## src/verilog/gauge_defines.svh

```systemverilog
// Constants for the gauge status-flag and power-mode block
`ifndef GAUGE_DEFINES_SVH
`define GAUGE_DEFINES_SVH

// ******************************
// Register map (byte addresses)
// ******************************
`define ADDR_CTRL 12'h000
`define ADDR_STATUS 12'h004
`define ADDR_TEMP 12'h008
`define ADDR_CURR 12'h00c
`define ADDR_VOLT 12'h010
`define ADDR_CHARGE_OVERTEMP_LIMIT 12'h014
`define ADDR_DISCHARGE_OVERTEMP_LIMIT 12'h018
`define ADDR_INHIBIT 12'h01c
`define ADDR_SUSPEND 12'h020
`define ADDR_TAPER 12'h024
`define ADDR_SLEEP 12'h028
`define ADDR_HIB 12'h02c
`define ADDR_CAP 12'h030
`define ADDR_EVENT 12'h034

// ******************************
// Control register bits
// ******************************
`define CTRL_SLEEP_EN 0
`define CTRL_SLEEP_PLUS 1
`define CTRL_HIB_REQ 2
`define CTRL_FULL_CAP 3
`define CTRL_CHG_OPT 4
`define CTRL_CHARGING 5

// ******************************
// Event register bits (write one to signal)
// ******************************
`define EV_MEAS 0
`define EV_BAT_IN 1
`define EV_BAT_OUT 2
`define EV_OCV_DONE 3
`define EV_OCV_VALID 4
`define EV_CAL_DONE 5
`define EV_WAKE_CMP 6
`define EV_HOST_CMD 7
`define EV_PROF_DONE 8
`define EV_INIT_DONE 9

// ******************************
// Status register bits
// ******************************
`define ST_OTC 0
`define ST_OTD 1
`define ST_INHIBIT 2
`define ST_SUSPEND 3
`define ST_CHG 4
`define ST_BATGOOD 5
`define ST_HFOSC 6
`define ST_MODE_LSB 8

// ******************************
// Misc
// ******************************
`define TAPER_WINDOWS 2'h2
`define RESET_CAP 16'h0000

`endif

```

## src/verilog/gauge_pkg.sv

```systemverilog
// Types shared by the gauge status-flag and power-mode block
package gauge_pkg;
	// One-hot power mode states
	typedef enum logic [8:0]
	{
		ST_INSERT_CHECK = 9'h001,
		ST_HOST_SERVICE = 9'h002,
		ST_INIT_OCV = 9'h004,
		ST_INIT_PROFILE = 9'h008,
		ST_NORMAL = 9'h010,
		ST_CALIBRATE = 9'h020,
		ST_SLEEP = 9'h040,
		ST_SLEEP_PLUS = 9'h080,
		ST_HIBERNATE = 9'h100
	} power_mode_e;
endpackage

```

## src/verilog/gauge_status_flags.sv

```systemverilog
// Status flags and power-mode state machine of the battery gauge
`include "gauge_defines.svh"

// Summary of operation
// - Charge overtemp after time, current above threshold
// - Discharge overtemp after time, current at or below minus threshold
// - Zero qualification time disables overtemp detection
// - Termination over two taper windows clears charging
// - Termination loads remaining with full capacity
// - Outside inhibit window: inhibit set, battery-good low
// - Inside hysteresis window: inhibit clear, battery-good high
// - Option one: suspend flag outside suspend limits
// - Insertion: OCV, battery-good, then profile selection
// - Halted state wakes for host commands, returns
// - Normal mode when no other mode active
// - Sleep when enabled and current low; HF off
// - Offset calibration before entering sleep
// - Leave sleep on current rise or wake
// - Battery removal outside hibernate returns to insert check
// - Sleep-plus when enabled, current low; oscillators on
// - Leave sleep-plus on traffic, current or wake
// - Hibernate needs request, valid OCV, low current/voltage
// - Only addressed traffic or reset leaves hibernate
module gauge_status_flags
(
	// Clock and reset
	input wire logic ref_clk_i,
	input wire logic rst_n_i,
	// APB slave
	input wire logic psel_i,
	input wire logic penable_i,
	input wire logic pwrite_i,
	input wire logic [11:0] paddr_i,
	input wire logic [31:0] pwdata_i,
	output logic [31:0] prdata_o,
	output logic pready_o,
	output logic pslverr_o,
	// Pins
	input wire logic bus_addressed_i,
	output logic battery_good_output_o,
	output logic hf_osc_en_o,
	output logic measure_req_o
);
	// ******************************
	// Reset synchroniser
	// ******************************
	logic rst_s1_q;
	logic rst_s2_q;
	logic rst_n;

	// Asynchronous assert, synchronous release
	always_ff @(posedge ref_clk_i or negedge rst_n_i)
	begin
		if (!rst_n_i)
		begin
			rst_s1_q <= 1'b0;
			rst_s2_q <= 1'b0;
		end
		else
		begin
			rst_s1_q <= 1'b1;
			rst_s2_q <= rst_s1_q;
		end
	end
	assign rst_n = rst_s2_q;

	// ******************************
	// Pin input synchroniser
	// ******************************
	logic addr_s1_q;
	logic addr_s2_q;
	logic addr_prev_q;

	// Two stages before any logic looks at the bus-match pin
	always_ff @(posedge ref_clk_i or negedge rst_n)
	begin
		if (!rst_n)
		begin
			addr_s1_q <= 1'b0;
			addr_s2_q <= 1'b0;
			addr_prev_q <= 1'b0;
		end
		else
		begin
			addr_s1_q <= bus_addressed_i;
			addr_s2_q <= addr_s1_q;
			addr_prev_q <= addr_s2_q;
		end
	end

	// ******************************
	// Register file
	// ******************************
	logic [5:0] ctrl_q;
	logic signed [15:0] temp_q;
	logic signed [15:0] curr_q;
	logic [15:0] volt_q;
	logic [31:0] charge_overtemp_limit_q;
	logic [31:0] discharge_overtemp_limit_q;
	logic [31:0] inhibit_q;
	logic [31:0] suspend_q;
	logic [31:0] taper_q;
	logic [31:0] sleep_q;
	logic [31:0] hib_q;
	logic [15:0] full_cap_q;
	logic [15:0] remain_cap_q;
	logic [9:0] event_q;
	logic wr_en;
	logic rd_en;
	logic hit;

	// Address decode used by write enable and error flag
	function automatic logic addr_mapped(input logic [11:0] a);
		addr_mapped = (a <= `ADDR_EVENT) && (a[1:0] == 2'h0);
	endfunction

	assign pready_o = 1'b1;
	assign hit = addr_mapped(paddr_i);
	assign wr_en = psel_i && penable_i && pwrite_i && hit;
	assign rd_en = psel_i && penable_i && !pwrite_i;
	assign pslverr_o = psel_i && penable_i && !hit;

	// Software-written configuration and measurement inputs
	always_ff @(posedge ref_clk_i or negedge rst_n)
	begin
		if (!rst_n)
		begin
			ctrl_q <= 6'h00;
			temp_q <= 16'sh0000;
			curr_q <= 16'sh0000;
			volt_q <= 16'h0000;
			charge_overtemp_limit_q <= 32'h00000000;
			discharge_overtemp_limit_q <= 32'h00000000;
			inhibit_q <= 32'h00000000;
			suspend_q <= 32'h00000000;
			taper_q <= 32'h00000000;
			sleep_q <= 32'h00000000;
			hib_q <= 32'h00000000;
			full_cap_q <= 16'h0000;
		end
		else if (wr_en)
		begin
			unique case (paddr_i)
				`ADDR_CTRL: ctrl_q <= pwdata_i[5:0];
				`ADDR_TEMP: temp_q <= pwdata_i[15:0];
				`ADDR_CURR: curr_q <= pwdata_i[15:0];
				`ADDR_VOLT: volt_q <= pwdata_i[15:0];
				`ADDR_CHARGE_OVERTEMP_LIMIT: charge_overtemp_limit_q <= pwdata_i;
				`ADDR_DISCHARGE_OVERTEMP_LIMIT: discharge_overtemp_limit_q <= pwdata_i;
				`ADDR_INHIBIT: inhibit_q <= pwdata_i;
				`ADDR_SUSPEND: suspend_q <= pwdata_i;
				`ADDR_TAPER: taper_q <= pwdata_i;
				`ADDR_SLEEP: sleep_q <= pwdata_i;
				`ADDR_HIB: hib_q <= pwdata_i;
				`ADDR_CAP: full_cap_q <= pwdata_i[15:0];
				default: ;
			endcase
		end
	end

	// Event strobes: one-cycle pulses from a write of ones
	always_ff @(posedge ref_clk_i or negedge rst_n)
	begin
		if (!rst_n)
			event_q <= 10'h000;
		else if (wr_en && paddr_i == `ADDR_EVENT)
			event_q <= pwdata_i[9:0];
		else
			event_q <= 10'h000;
	end

	// Field views (signed temperatures are 8-bit fields)
	logic signed [15:0] charge_overtemp_limit_limit;
	logic signed [15:0] charge_overtemp_limit_recov;
	logic [7:0] charge_overtemp_time;
	logic signed [15:0] discharge_overtemp_limit_limit;
	logic signed [15:0] discharge_overtemp_limit_recov;
	logic [7:0] discharge_overtemp_time;
	logic signed [15:0] inh_lo;
	logic signed [15:0] inh_hi;
	logic signed [15:0] hys;
	logic signed [15:0] sus_lo;
	logic signed [15:0] sus_hi;
	logic signed [15:0] chg_thr;
	logic signed [15:0] dsg_thr;
	assign charge_overtemp_limit_limit = 16'(signed'(charge_overtemp_limit_q[7:0]));
	assign charge_overtemp_limit_recov = 16'(signed'(charge_overtemp_limit_q[15:8]));
	assign charge_overtemp_time = charge_overtemp_limit_q[23:16];
	assign discharge_overtemp_limit_limit = 16'(signed'(discharge_overtemp_limit_q[7:0]));
	assign discharge_overtemp_limit_recov = 16'(signed'(discharge_overtemp_limit_q[15:8]));
	assign discharge_overtemp_time = discharge_overtemp_limit_q[23:16];
	assign inh_lo = 16'(signed'(inhibit_q[7:0]));
	assign inh_hi = 16'(signed'(inhibit_q[15:8]));
	assign hys = 16'(signed'(inhibit_q[23:16]));
	assign sus_lo = 16'(signed'(suspend_q[7:0]));
	assign sus_hi = 16'(signed'(suspend_q[15:8]));
	assign chg_thr = signed'(suspend_q[31:16]);
	assign dsg_thr = signed'(hib_q[31:16]);

	// ******************************
	// Over-temperature flags
	// ******************************
	logic otc_q;
	logic otd_q;
	logic [7:0] otc_cnt_q;
	logic [7:0] otd_cnt_q;
	logic charging;
	logic meas;
	assign charging = ctrl_q[`CTRL_CHARGING];
	assign meas = event_q[`EV_MEAS];

	// Qualification time counted in measurement periods
	always_ff @(posedge ref_clk_i or negedge rst_n)
	begin
		if (!rst_n)
		begin
			otc_q <= 1'b0;
			otc_cnt_q <= 8'h00;
		end
		else if (charge_overtemp_time == 8'h00)
		begin
			otc_q <= 1'b0;
			otc_cnt_q <= 8'h00;
		end
		else if (meas)
		begin
			if (otc_q && temp_q <= charge_overtemp_limit_recov)
				otc_q <= 1'b0;
			else if (charging && temp_q >= charge_overtemp_limit_limit && curr_q > chg_thr)
			begin
				if (otc_cnt_q + 8'h01 >= charge_overtemp_time)
					otc_q <= 1'b1;
				else
					otc_cnt_q <= otc_cnt_q + 8'h01;
			end
			else
				otc_cnt_q <= 8'h00;
		end
	end

	// Discharge side mirrors the charge side
	always_ff @(posedge ref_clk_i or negedge rst_n)
	begin
		if (!rst_n)
		begin
			otd_q <= 1'b0;
			otd_cnt_q <= 8'h00;
		end
		else if (discharge_overtemp_time == 8'h00)
		begin
			otd_q <= 1'b0;
			otd_cnt_q <= 8'h00;
		end
		else if (meas)
		begin
			if (otd_q && temp_q <= discharge_overtemp_limit_recov)
				otd_q <= 1'b0;
			else if (!charging && temp_q >= discharge_overtemp_limit_limit && curr_q <= -dsg_thr)
			begin
				if (otd_cnt_q + 8'h01 >= discharge_overtemp_time)
					otd_q <= 1'b1;
				else
					otd_cnt_q <= otd_cnt_q + 8'h01;
			end
			else
				otd_cnt_q <= 8'h00;
		end
	end

	// ******************************
	// Charge termination
	// ******************************
	logic chg_q;
	logic [1:0] taper_ok_q;
	logic [15:0] win_cnt_q;
	logic [15:0] accum_q;
	logic window_good;
	logic taper_v;
	// Taper field layout: [7:0] window, [15:8] min charge, [23:16] current, [31:24] voltage
	assign taper_v = volt_q > (16'(sleep_q[31:16]) - 16'(taper_q[31:24]));
	assign window_good = (curr_q < 16'(signed'({1'b0, taper_q[23:16]})))
		&& (accum_q > 16'(taper_q[15:8])) && taper_v;

	// Window count and capacity accumulation per measurement
	always_ff @(posedge ref_clk_i or negedge rst_n)
	begin
		if (!rst_n)
		begin
			win_cnt_q <= 16'h0000;
			accum_q <= 16'h0000;
			taper_ok_q <= 2'h0;
			chg_q <= 1'b0;
			remain_cap_q <= `RESET_CAP;
		end
		else
		begin
			// Windows restart whenever charging stops, so a new charge sets the flag again
			if (!charging)
			begin
				chg_q <= 1'b0;
				taper_ok_q <= 2'h0;
				win_cnt_q <= 16'h0000;
				accum_q <= 16'h0000;
			end
			else if (taper_ok_q == 2'h0 && !chg_q && win_cnt_q == 16'h0000)
				chg_q <= 1'b1;
			if (meas && charging)
			begin
				accum_q <= accum_q + (curr_q > 0 ? curr_q : 16'h0000);
				if (win_cnt_q + 16'h0001 >= 16'(taper_q[7:0]))
				begin
					win_cnt_q <= 16'h0000;
					accum_q <= 16'h0000;
					if (window_good)
					begin
						if (taper_ok_q + 2'h1 >= `TAPER_WINDOWS && chg_q)
						begin
							chg_q <= 1'b0;
							if (ctrl_q[`CTRL_FULL_CAP])
								remain_cap_q <= full_cap_q;
						end
						taper_ok_q <= (taper_ok_q == `TAPER_WINDOWS) ? taper_ok_q
							: taper_ok_q + 2'h1;
					end
					else
						taper_ok_q <= 2'h0;
				end
				else
					win_cnt_q <= win_cnt_q + 16'h0001;
			end
		end
	end

	// ******************************
	// Charge inhibit and suspend
	// ******************************
	logic inhibit_q_f;
	logic suspend_q_f;
	logic in_hys_window;
	assign in_hys_window = (temp_q >= inh_lo + hys) && (temp_q <= inh_hi - hys);

	// Temperature window flags, evaluated each measurement
	always_ff @(posedge ref_clk_i or negedge rst_n)
	begin
		if (!rst_n)
		begin
			inhibit_q_f <= 1'b0;
			suspend_q_f <= 1'b0;
		end
		else if (meas)
		begin
			if (temp_q < inh_lo || temp_q > inh_hi)
				inhibit_q_f <= 1'b1;
			else if (in_hys_window)
				inhibit_q_f <= 1'b0;
			if (!ctrl_q[`CTRL_CHG_OPT])
				suspend_q_f <= 1'b0;
			else if (temp_q < sus_lo || temp_q > sus_hi)
				suspend_q_f <= 1'b1;
			else if (in_hys_window)
				suspend_q_f <= 1'b0;
		end
	end

	// ******************************
	// Power mode state machine
	// ******************************
	gauge_pkg::power_mode_e mode_q;
	logic bat_good_q;
	logic ocv_valid_q;
	logic cur_low;
	logic cur_high;
	logic hib_cond;
	logic addressed;
	assign cur_low = curr_q < signed'(sleep_q[15:0]);
	assign cur_high = curr_q > signed'(sleep_q[15:0]);
	assign hib_cond = ((curr_q < 0 ? -curr_q : curr_q) < signed'(hib_q[7:0] & 16'h00ff))
		|| (volt_q < 16'(hib_q[15:8]) << 4);
	assign addressed = addr_s2_q && !addr_prev_q;

	// Mode sequencing; normal is the fallback for calibrate, sleep and sleep-plus
	always_ff @(posedge ref_clk_i or negedge rst_n)
	begin
		if (!rst_n)
		begin
			mode_q <= gauge_pkg::ST_INSERT_CHECK;
			bat_good_q <= 1'b0;
			ocv_valid_q <= 1'b0;
		end
		else
		begin
			if (event_q[`EV_OCV_DONE])
				ocv_valid_q <= event_q[`EV_OCV_VALID];
			if (event_q[`EV_BAT_OUT] && mode_q != gauge_pkg::ST_HIBERNATE)
			begin
				mode_q <= gauge_pkg::ST_INSERT_CHECK;
				bat_good_q <= 1'b0;
			end
			else
			begin
				unique case (mode_q)
					gauge_pkg::ST_INSERT_CHECK:
						if (event_q[`EV_BAT_IN])
							mode_q <= gauge_pkg::ST_INIT_OCV;
						else if (event_q[`EV_HOST_CMD])
							mode_q <= gauge_pkg::ST_HOST_SERVICE;
					gauge_pkg::ST_HOST_SERVICE:
						if (event_q[`EV_INIT_DONE])
							mode_q <= gauge_pkg::ST_INSERT_CHECK;
					gauge_pkg::ST_INIT_OCV:
						if (event_q[`EV_OCV_DONE])
						begin
							bat_good_q <= 1'b1;
							mode_q <= gauge_pkg::ST_INIT_PROFILE;
						end
					gauge_pkg::ST_INIT_PROFILE:
						if (event_q[`EV_PROF_DONE])
							mode_q <= gauge_pkg::ST_NORMAL;
					gauge_pkg::ST_NORMAL:
						if (ctrl_q[`CTRL_HIB_REQ] && ocv_valid_q && hib_cond)
						begin
							mode_q <= gauge_pkg::ST_HIBERNATE;
							bat_good_q <= 1'b0;
						end
						else if (ctrl_q[`CTRL_SLEEP_EN] && cur_low)
							mode_q <= gauge_pkg::ST_CALIBRATE;
						else if (ctrl_q[`CTRL_SLEEP_PLUS] && cur_low)
							mode_q <= gauge_pkg::ST_SLEEP_PLUS;
					gauge_pkg::ST_CALIBRATE:
						if (!cur_low)
							mode_q <= gauge_pkg::ST_NORMAL;
						else if (event_q[`EV_CAL_DONE])
							mode_q <= gauge_pkg::ST_SLEEP;
					gauge_pkg::ST_SLEEP:
						if (cur_high || event_q[`EV_WAKE_CMP] || !ctrl_q[`CTRL_SLEEP_EN])
							mode_q <= gauge_pkg::ST_NORMAL;
					gauge_pkg::ST_SLEEP_PLUS:
						if (cur_high || event_q[`EV_WAKE_CMP] || addressed
							|| !ctrl_q[`CTRL_SLEEP_PLUS])
							mode_q <= gauge_pkg::ST_NORMAL;
					gauge_pkg::ST_HIBERNATE:
						if (addressed)
							mode_q <= gauge_pkg::ST_INIT_OCV;
					default:
						mode_q <= gauge_pkg::ST_INSERT_CHECK;
				endcase
			end
		end
	end

	// Battery-good follows init and the inhibit window; gating keeps it recoverable
	logic bat_good_out;
	assign bat_good_out = bat_good_q && !inhibit_q_f;

	// Measuring requested in normal, calibrate, sleep and sleep-plus; off otherwise
	logic measuring;
	assign measuring = (mode_q == gauge_pkg::ST_NORMAL) || (mode_q == gauge_pkg::ST_SLEEP)
		|| (mode_q == gauge_pkg::ST_SLEEP_PLUS) || (mode_q == gauge_pkg::ST_CALIBRATE);

	// Registered pin outputs
	always_ff @(posedge ref_clk_i or negedge rst_n)
	begin
		if (!rst_n)
		begin
			battery_good_output_o <= 1'b0;
			hf_osc_en_o <= 1'b1;
			measure_req_o <= 1'b0;
		end
		else
		begin
			battery_good_output_o <= bat_good_out;
			hf_osc_en_o <= (mode_q != gauge_pkg::ST_SLEEP)
				&& (mode_q != gauge_pkg::ST_HIBERNATE);
			measure_req_o <= measuring;
		end
	end

	// ******************************
	// Read mux
	// ******************************
	logic [31:0] status_w;
	assign status_w = {6'h00, remain_cap_q[0], 8'h00, mode_q[8:0], 1'b0,
		hf_osc_en_o, bat_good_out, chg_q, suspend_q_f, inhibit_q_f, otd_q, otc_q};

	// Registered read data, zero for unmapped addresses
	always_ff @(posedge ref_clk_i or negedge rst_n)
	begin
		if (!rst_n)
			prdata_o <= 32'h00000000;
		else if (psel_i && !penable_i && !pwrite_i)
		begin
			unique case (paddr_i)
				`ADDR_CTRL: prdata_o <= {26'h0000000, ctrl_q};
				`ADDR_STATUS: prdata_o <= status_w;
				`ADDR_TEMP: prdata_o <= {16'h0000, temp_q};
				`ADDR_CURR: prdata_o <= {16'h0000, curr_q};
				`ADDR_VOLT: prdata_o <= {16'h0000, volt_q};
				`ADDR_CHARGE_OVERTEMP_LIMIT: prdata_o <= charge_overtemp_limit_q;
				`ADDR_DISCHARGE_OVERTEMP_LIMIT: prdata_o <= discharge_overtemp_limit_q;
				`ADDR_INHIBIT: prdata_o <= inhibit_q;
				`ADDR_SUSPEND: prdata_o <= suspend_q;
				`ADDR_TAPER: prdata_o <= taper_q;
				`ADDR_SLEEP: prdata_o <= sleep_q;
				`ADDR_HIB: prdata_o <= hib_q;
				`ADDR_CAP: prdata_o <= {remain_cap_q, full_cap_q};
				default: prdata_o <= 32'h00000000;
			endcase
		end
	end
endmodule

```

## config.mk

```make
export PLATFORM = sky130hd
export DESIGN_NAME = gauge_status_flags
export DESIGN_NICKNAME = d
export VERILOG_FILES = /design/src/verilog/gauge_pkg.sv /design/src/verilog/gauge_status_flags.sv
export VERILOG_INCLUDE_DIRS = /design/src /design/src/verilog
export SDC_FILE = /design/constraint.sdc
export NUM_CORES = 1
export LEC_CHECK = 0
export ABC_AREA = 1
export ABC_CLOCK_PERIOD_IN_PS = 26700
export BUFFER_PORTS_ARGS = -buffer_cell sky130_fd_sc_hd__buf_2
export CORE_MARGIN = 5
export CORE_UTILIZATION = 40
export CTS_CLUSTER_DIAMETER = 200
export DETAILED_ROUTE_END_ITERATION = 10
export GPL_TIMING_DRIVEN = 0
export MAX_ROUTING_LAYER = met4
export PLACE_DENSITY = 0.61
export SYNTH_ARGS = -nofsm -noshare
export SYNTH_HDL_FRONTEND = slang
export SYNTH_SLANG_ARGS = --single-unit
export TNS_END_PERCENT = 50
```

## constraint.sdc

```tcl
create_clock -name ref_clk_i -period 26.7 [get_ports ref_clk_i]
set_input_delay 1.335 -clock ref_clk_i [delete_from_list [all_inputs] [get_ports ref_clk_i]]
set_output_delay 1.335 -clock ref_clk_i [all_outputs]
set_load 0.02 [all_outputs]
```

==> reports/results.txt, run 1 <==
outcome -> finished, final reports clean
Max FO, Critical Path -> 10
leakage -> 15.4 nW
First-pass DRT Iterations -> 6
Hold Violations, Final -> 0
DRC errors left -> 0
clk sink count -> 426
full die area -> 74700 µm²
TritonCTS buffer count -> 49
Final WS setup -> 22.04 ns
Hold Crit Class -> register to async pin
crit start category -> register
drt wl/cell -> 22.0 µm
Place WS -> 21.94 ns
Reg power frac -> 0.444
GRT Total Usage -> 0.275
residual overflow from global routing -> 0
die height -> 273 µm
initial antenna violation count -> 5
delay-heaviest family, CP -> simple AND/OR/NAND/NOR gates
Post-CTS Repair Setup Buffers -> 0
clk root buf -> clkbuf_16
RSZ-0062 raised after global routing -> no
worst vdd ir -> 0.0440 mV
# resized after CTS -> 0
Worst-Margin Slew -> 1.12 ns
DIE WIDTH -> 273 µm
max-cap viol count -> 0
Clock Latency Late Sink -> 0.61 ns
final worst path period share -> 0.174
DRT iter0 DRCs -> 2808
count leader, synth -> nand2_1
CTS Buffer Depth -> 3
logic gate share of total power -> 0.044
nets -> 4030
Worst path max stage delay -> 0.40 ns
asr flop ratio synth -> 1.00
endpoint type of the worst setup path -> register
Total Wirelength -> 102 mm
Area growth, synth to finish -> 12.9%
sequential share of the synthesized area -> 0.384
hpwl dp -> 79.1 mm
power per cell area -> 46.9 nW/µm²
Synth Register Bits -> 426
CP most frequent cell -> nand2_1
CP required -> 27.24 ns
vias in the first global route -> 24400
post-synth cell types -> 67
Via density -> 5.58
Max Slew Vio Count -> 0
clock power share -> 0.512
ys flop type -> dfrtp_1
first-pass GRT wire length -> 152 mm
CTS Hold Bufs -> 0
Final Power -> 0.00147 W
RePlAce Congestion -> 1.06
Clock transition at path regs -> 0.06 ns
Synth area leaders -> dfrtp_1, ha_1, nand2_1
WP buf/inv -> 3
row count -> 96
vias post-DR -> 25900
share of the synthesized area in the top cell type -> 0.382
H-Tree Depth -> 2
P_int -> 0.00112 W
yosys warns -> 0
Final Setup Violations -> 0
Post-Syn Instances -> 3526
Setup CP Type -> register to register
CP arrival -> 5.20 ns
number of synthesized flops with an enable pin -> 0
Final Critical Period -> 4.66 ns
synthesized area -> 27700 µm²
Setup TNS -> 0 ns
Post-Route Skew -> 0.0308 ns
CTS tree -> yes
Slew HR -> 0.236
syn avg cell area -> 7.87 µm²
DRT antenna net count -> 0
port bufs -> 85
f_max -> 215 MHz
Post-synth top cells -> nand2_1, inv_1, dfrtp_1, o21ai_0, ha_1
hold_ws -> 0.347 ns
Starting Density -> 0.404
IO Count -> 87
largest area contributor in the netlist -> dfrtp_1
share of cells above drive strength 1 -> 0.0647
CORE AREA -> 68700 µm²
critical path's slowest cell -> fa_1
NetSw -> 0.000348 W
Net Sw Frac -> 0.237
pin count of the biggest net entering global routing -> 71
through the flow:
| step | instance area [µm²] | util | instances |
|---|---|---|---|
| finish | 31300 | 0.456 | 4642 |
| global placement | 29300 | 0.427 | 4543 |
| floorplan | 27700 | - | 3527 |
| global route | 31300 | 0.456 | 4642 |
| CTS | 31300 | 0.456 | 4639 |
| detailed placement | 29500 | 0.430 | 4550 |
cell type report:
cell class              instances  area [µm²]
fillers                      7070       37400
multi-input cells            2526       14900
flip-flops and latches        426       10700
inverters                     470        1760
clock buffers                  65        1370
well taps                     931        1160
repair buffers                 92         618
plain buffers                 105         438
clock inverters                24         404
diodes                          3        7.51
state kept, by name, summed over array words and instances, names as in the netlist, 2 cells and up:
name	count
prdata_o	32
taper_q	32
discharge_overtemp_limit_q	32
event_q	10
charge_overtemp_limit_q	32
otc_cnt_q	8
otd_cnt_q	8
win_cnt_q	16
taper_ok_q	2
volt_q	16
remain_cap_q	16
full_cap_q	16
hib_q	32
temp_q	16
accum_q	16
inhibit_q	32
sleep_q	32
ctrl_q	6
mode_q	9
suspend_q	32
curr_q	16
kinds of logic after synthesis:
| kind of cell | after synthesis | share of synthesized area |
|---|---|---|
| buffers and inverters | 575 | 0.0794 |
| AO/OA/AOI/OAI | 797 | 0.164 |
| multiplexers | 2 | 0.000812 |
| XOR/XNOR | 76 | 0.0240 |
| AND/OR/NAND/NOR | 1339 | 0.207 |
| adder cells (fa/ha/maj) | 310 | 0.141 |
| flip-flops | 426 | 0.384 |
| other | 1 | 0.000135 |
routing by layer:
layer / vias up / share of wire / track usage
li1: 12200 / - / -
met1: 12300 / 0.44 / 0.382
met2: 1146 / 0.42 / 0.403
met3: 236 / 0.094 / 0.0468
met4: 0 / 0.046 / 0.104
met5: - / 0 / -
power by group through the flow:
stage	Combinational, W	Clock, W	Sequential [W]
after floorplan	0.0000267	0	0.000671
after global placement	0.0000491	0	0.000676
after detailed placement	0.0000645	0	0.000664
after CTS	0.0000645	0.000760	0.000652
after global routing	0.0000709	0.000786	0.000652
final	0.0000647	0.000751	0.000652
worst paths after layout:
check                            startpoint          endpoint  slack (ns)  depth (start not counted)
min in group ref_clk_i            addr_s1_q         addr_s2_q        0.35                          0
worst max register to register  sleep_q[16]  remain_cap_q[13]       22.04                         28
worst min register to register        rst_n      prdata_o[26]        0.35                          0
worst max-delay path            sleep_q[16]  remain_cap_q[13]       22.04                         28
max in group asynchronous             rst_n         mode_q[0]       24.62                          4
worst min-delay path                  rst_n      prdata_o[26]        0.35                          0
layout by cell type, fill, tap and decap left out, types with 8 or more instances in the layout:
cell type	netlist	layout
nand2_1	794	794
inv_1	458	458
dfrtp_1	424	423
o21ai_0	411	411
ha_1	306	306
nor2_1	195	195
nand3_1	186	186
a21oi_1	157	157
clkbuf_1	91	99
buf_2	8	93
o22ai_1	72	72
xor2_1	56	56
nor3_1	54	53
nand4_1	52	52
clkbuf_16	0	49
a221oi_1	35	35
o21ai_1	23	23
xnor2_1	20	20
nor4_1	14	14
o41ai_1	11	11
nand3b_1	10	10
o211ai_1	10	10
bufinv_16	0	10
clkinv_2	0	9
a31oi_1	8	8
a22o_1	8	8
o22ai_2	8	8
clkbuf_8	0	8
No activity file was read; power rests on OpenSTA's default activity.
==> run 2, diff against run 1 <==
ABC_CLOCK_PERIOD_IN_PS = 4300   (was 26700)
clock period = 4.3 ns   (was 26.7 ns; I/O delays follow)
==> reports/results.txt, run 2 (same netlist as run 1, synthesis figures left out) <==
outcome -> finished, final reports clean
final worst path period share -> 0.962
initial antenna violation count -> 2
Clock transition at path regs -> 0.06 ns
Total Wirelength -> 103 mm
Setup CP Type -> register to register
Worst-Margin Slew -> 1.04 ns
final instance area -> 32000 µm²
Area growth, synth to finish -> 15.5%
CP required -> 4.83 ns
leakage -> 15.7 nW
crit start category -> register
CTS tree -> yes
FILL cells -> 6949
final core occ -> 0.466
H-Tree Depth -> 2
CP arrival -> 4.66 ns
Max Slew Vio Count -> 0
nets -> 4078
Max FO, Critical Path -> 8
critical path's slowest cell -> dfrtp_1
Clock Latency Late Sink -> 0.64 ns
hpwl dp -> 79.1 mm
Via density -> 5.56
drt wl/cell -> 22.0 µm
worst vdd ir -> 0.285 mV
CORE AREA -> 68700 µm²
most common cell after layout, fill and taps aside -> nand2_1
endpoint type of the worst setup path -> register
RePlAce Congestion -> 0.985
WP buf/inv -> 3
IO Count -> 87
row count -> 96
clk sink count -> 426
Worst path max stage delay -> 0.39 ns
TritonCTS buffer count -> 51
Multi-input gate area -> 15000 µm²
DIE WIDTH -> 273 µm
Reg area -> 10700 µm²
CP most frequent cell -> nand2_2
clk root buf -> clkbuf_16
share of cells above drive strength 1 -> 0.0795
DRT antenna net count -> 0
first-pass GRT wire length -> 153 mm
Hold Violations, Final -> 0
Slew HR -> 0.306
Starting Density -> 0.404
Final Setup Violations -> 0
RSZ-0062 raised after global routing -> yes
First-pass DRT Iterations -> 5
die height -> 273 µm
Setup TNS -> 0 ns
Final Critical Period -> 4.14 ns
Final Power -> 0.00936 W
vias in the first global route -> 24500
Hold Crit Class -> primary input to register
port bufs -> 85
Post-Route Skew -> 0.0398 ns
f_max -> 242 MHz
GRT Total Usage -> 0.276
power per cell area -> 292 nW/µm²
DRT iter0 DRCs -> 2589
most frequent cells in the layout -> nand2_1, inv_1, dfrtp_1
max-cap viol count -> 0
residual overflow from global routing -> 0
vias post-DR -> 26100
CTS Buffer Depth -> 3
pin count of the biggest net entering global routing -> 70
delay-heaviest family, CP -> simple AND/OR/NAND/NOR gates
full die area -> 74700 µm²
hold_ws -> 0.0660 ns
DRC errors left -> 0
dpl cell area -> 29500 µm²
[run 2: cell count changes in the layout (fill, tap and decap cells not counted), moves of 4 or more]
| cell | change |
|---|---|
| dlygate4sd3_1 | +35 |
| nand2_4 | +5 |
| nand2_1 | -20 |
| clkinv_2 | -4 |
| nor3_1 | -5 |
| clkinvlp_4 | +10 |
| nor3_2 | +5 |
| clkbuf_16 | +4 |
| nand2_2 | +15 |
| buf_4 | +10 |
[run 2: cell type report]
type | instances | area share
clock buffers | 66 | 0.0451
repair buffers | 138 | 0.0327
inverters | 470 | 0.0551
well taps | 931 | 0.0364
flip-flops and latches | 426 | 0.333
diodes | 2 | 0.000156
clock inverters | 30 | 0.0143
plain buffers | 105 | 0.0138
multi-input cells | 2526 | 0.470
[run 2: path summary, 6_finish.rpt]
| kind | startpoint | slack, ns | cells after the start | to |
|---|---|---|---|---|
| worst max-delay path | sleep_q[16] | 0.16 | 29 | remain_cap_q[8] |
| worst max register to register | sleep_q[16] | 0.16 | 29 | remain_cap_q[8] |
| worst min-delay path | pwrite_i | 0.07 | 4 | prdata_o[22] |
| max in group asynchronous | rst_n | 2.64 | 2 | mode_q[0] |
| min in group asynchronous | rst_n | 0.41 | 0 | prdata_o[28] |
| worst min register to register | addr_s1_q | 0.35 | 0 | addr_s2_q |
[run 2: what timing repair did]
action                                  4_1_cts  5_1_grt
hold buffers                                 35        0
cloned                                        0        1
pin swaps                                     2       10
setup buffers                                 3        8
resized for setup                             6       41
endpoints found under the setup margin       18       29
hold endpoints to repair                     59        0
[run 2: power by group]
group	switching [W]	internal (W)	total [W]
clock network	0.00195	0.00294	0.00489
logic	0.000313	0.000111	0.000424
registers	0.0000221	0.00403	0.00405
total	0.00228	0.00708	0.00936
[run 2: metrics by stage]
stage	worst slack [ns]	instances
after floorplan	0.126	3527
after global placement	-1.69	4543
after detailed placement	-0.379	4549
after CTS	0.0251	4683
after global routing	-0.0626	4694
final	0.165	4694
[run 2: tightest hold or removal path, cell delays in order]
cell and delay, ns:
buf_2 0.09, nor3_1 0.15, o41ai_1 0.15, nand2_1 0.06
[run 2: layer usage]
metal	wire, µm	track usage	vias up
li1	-	-	12300
met1	45900	0.384	12500
met4	4190	0.0996	0
met5	0	-	-
met3	9000	0.0540	196
met2	44100	0.404	1098
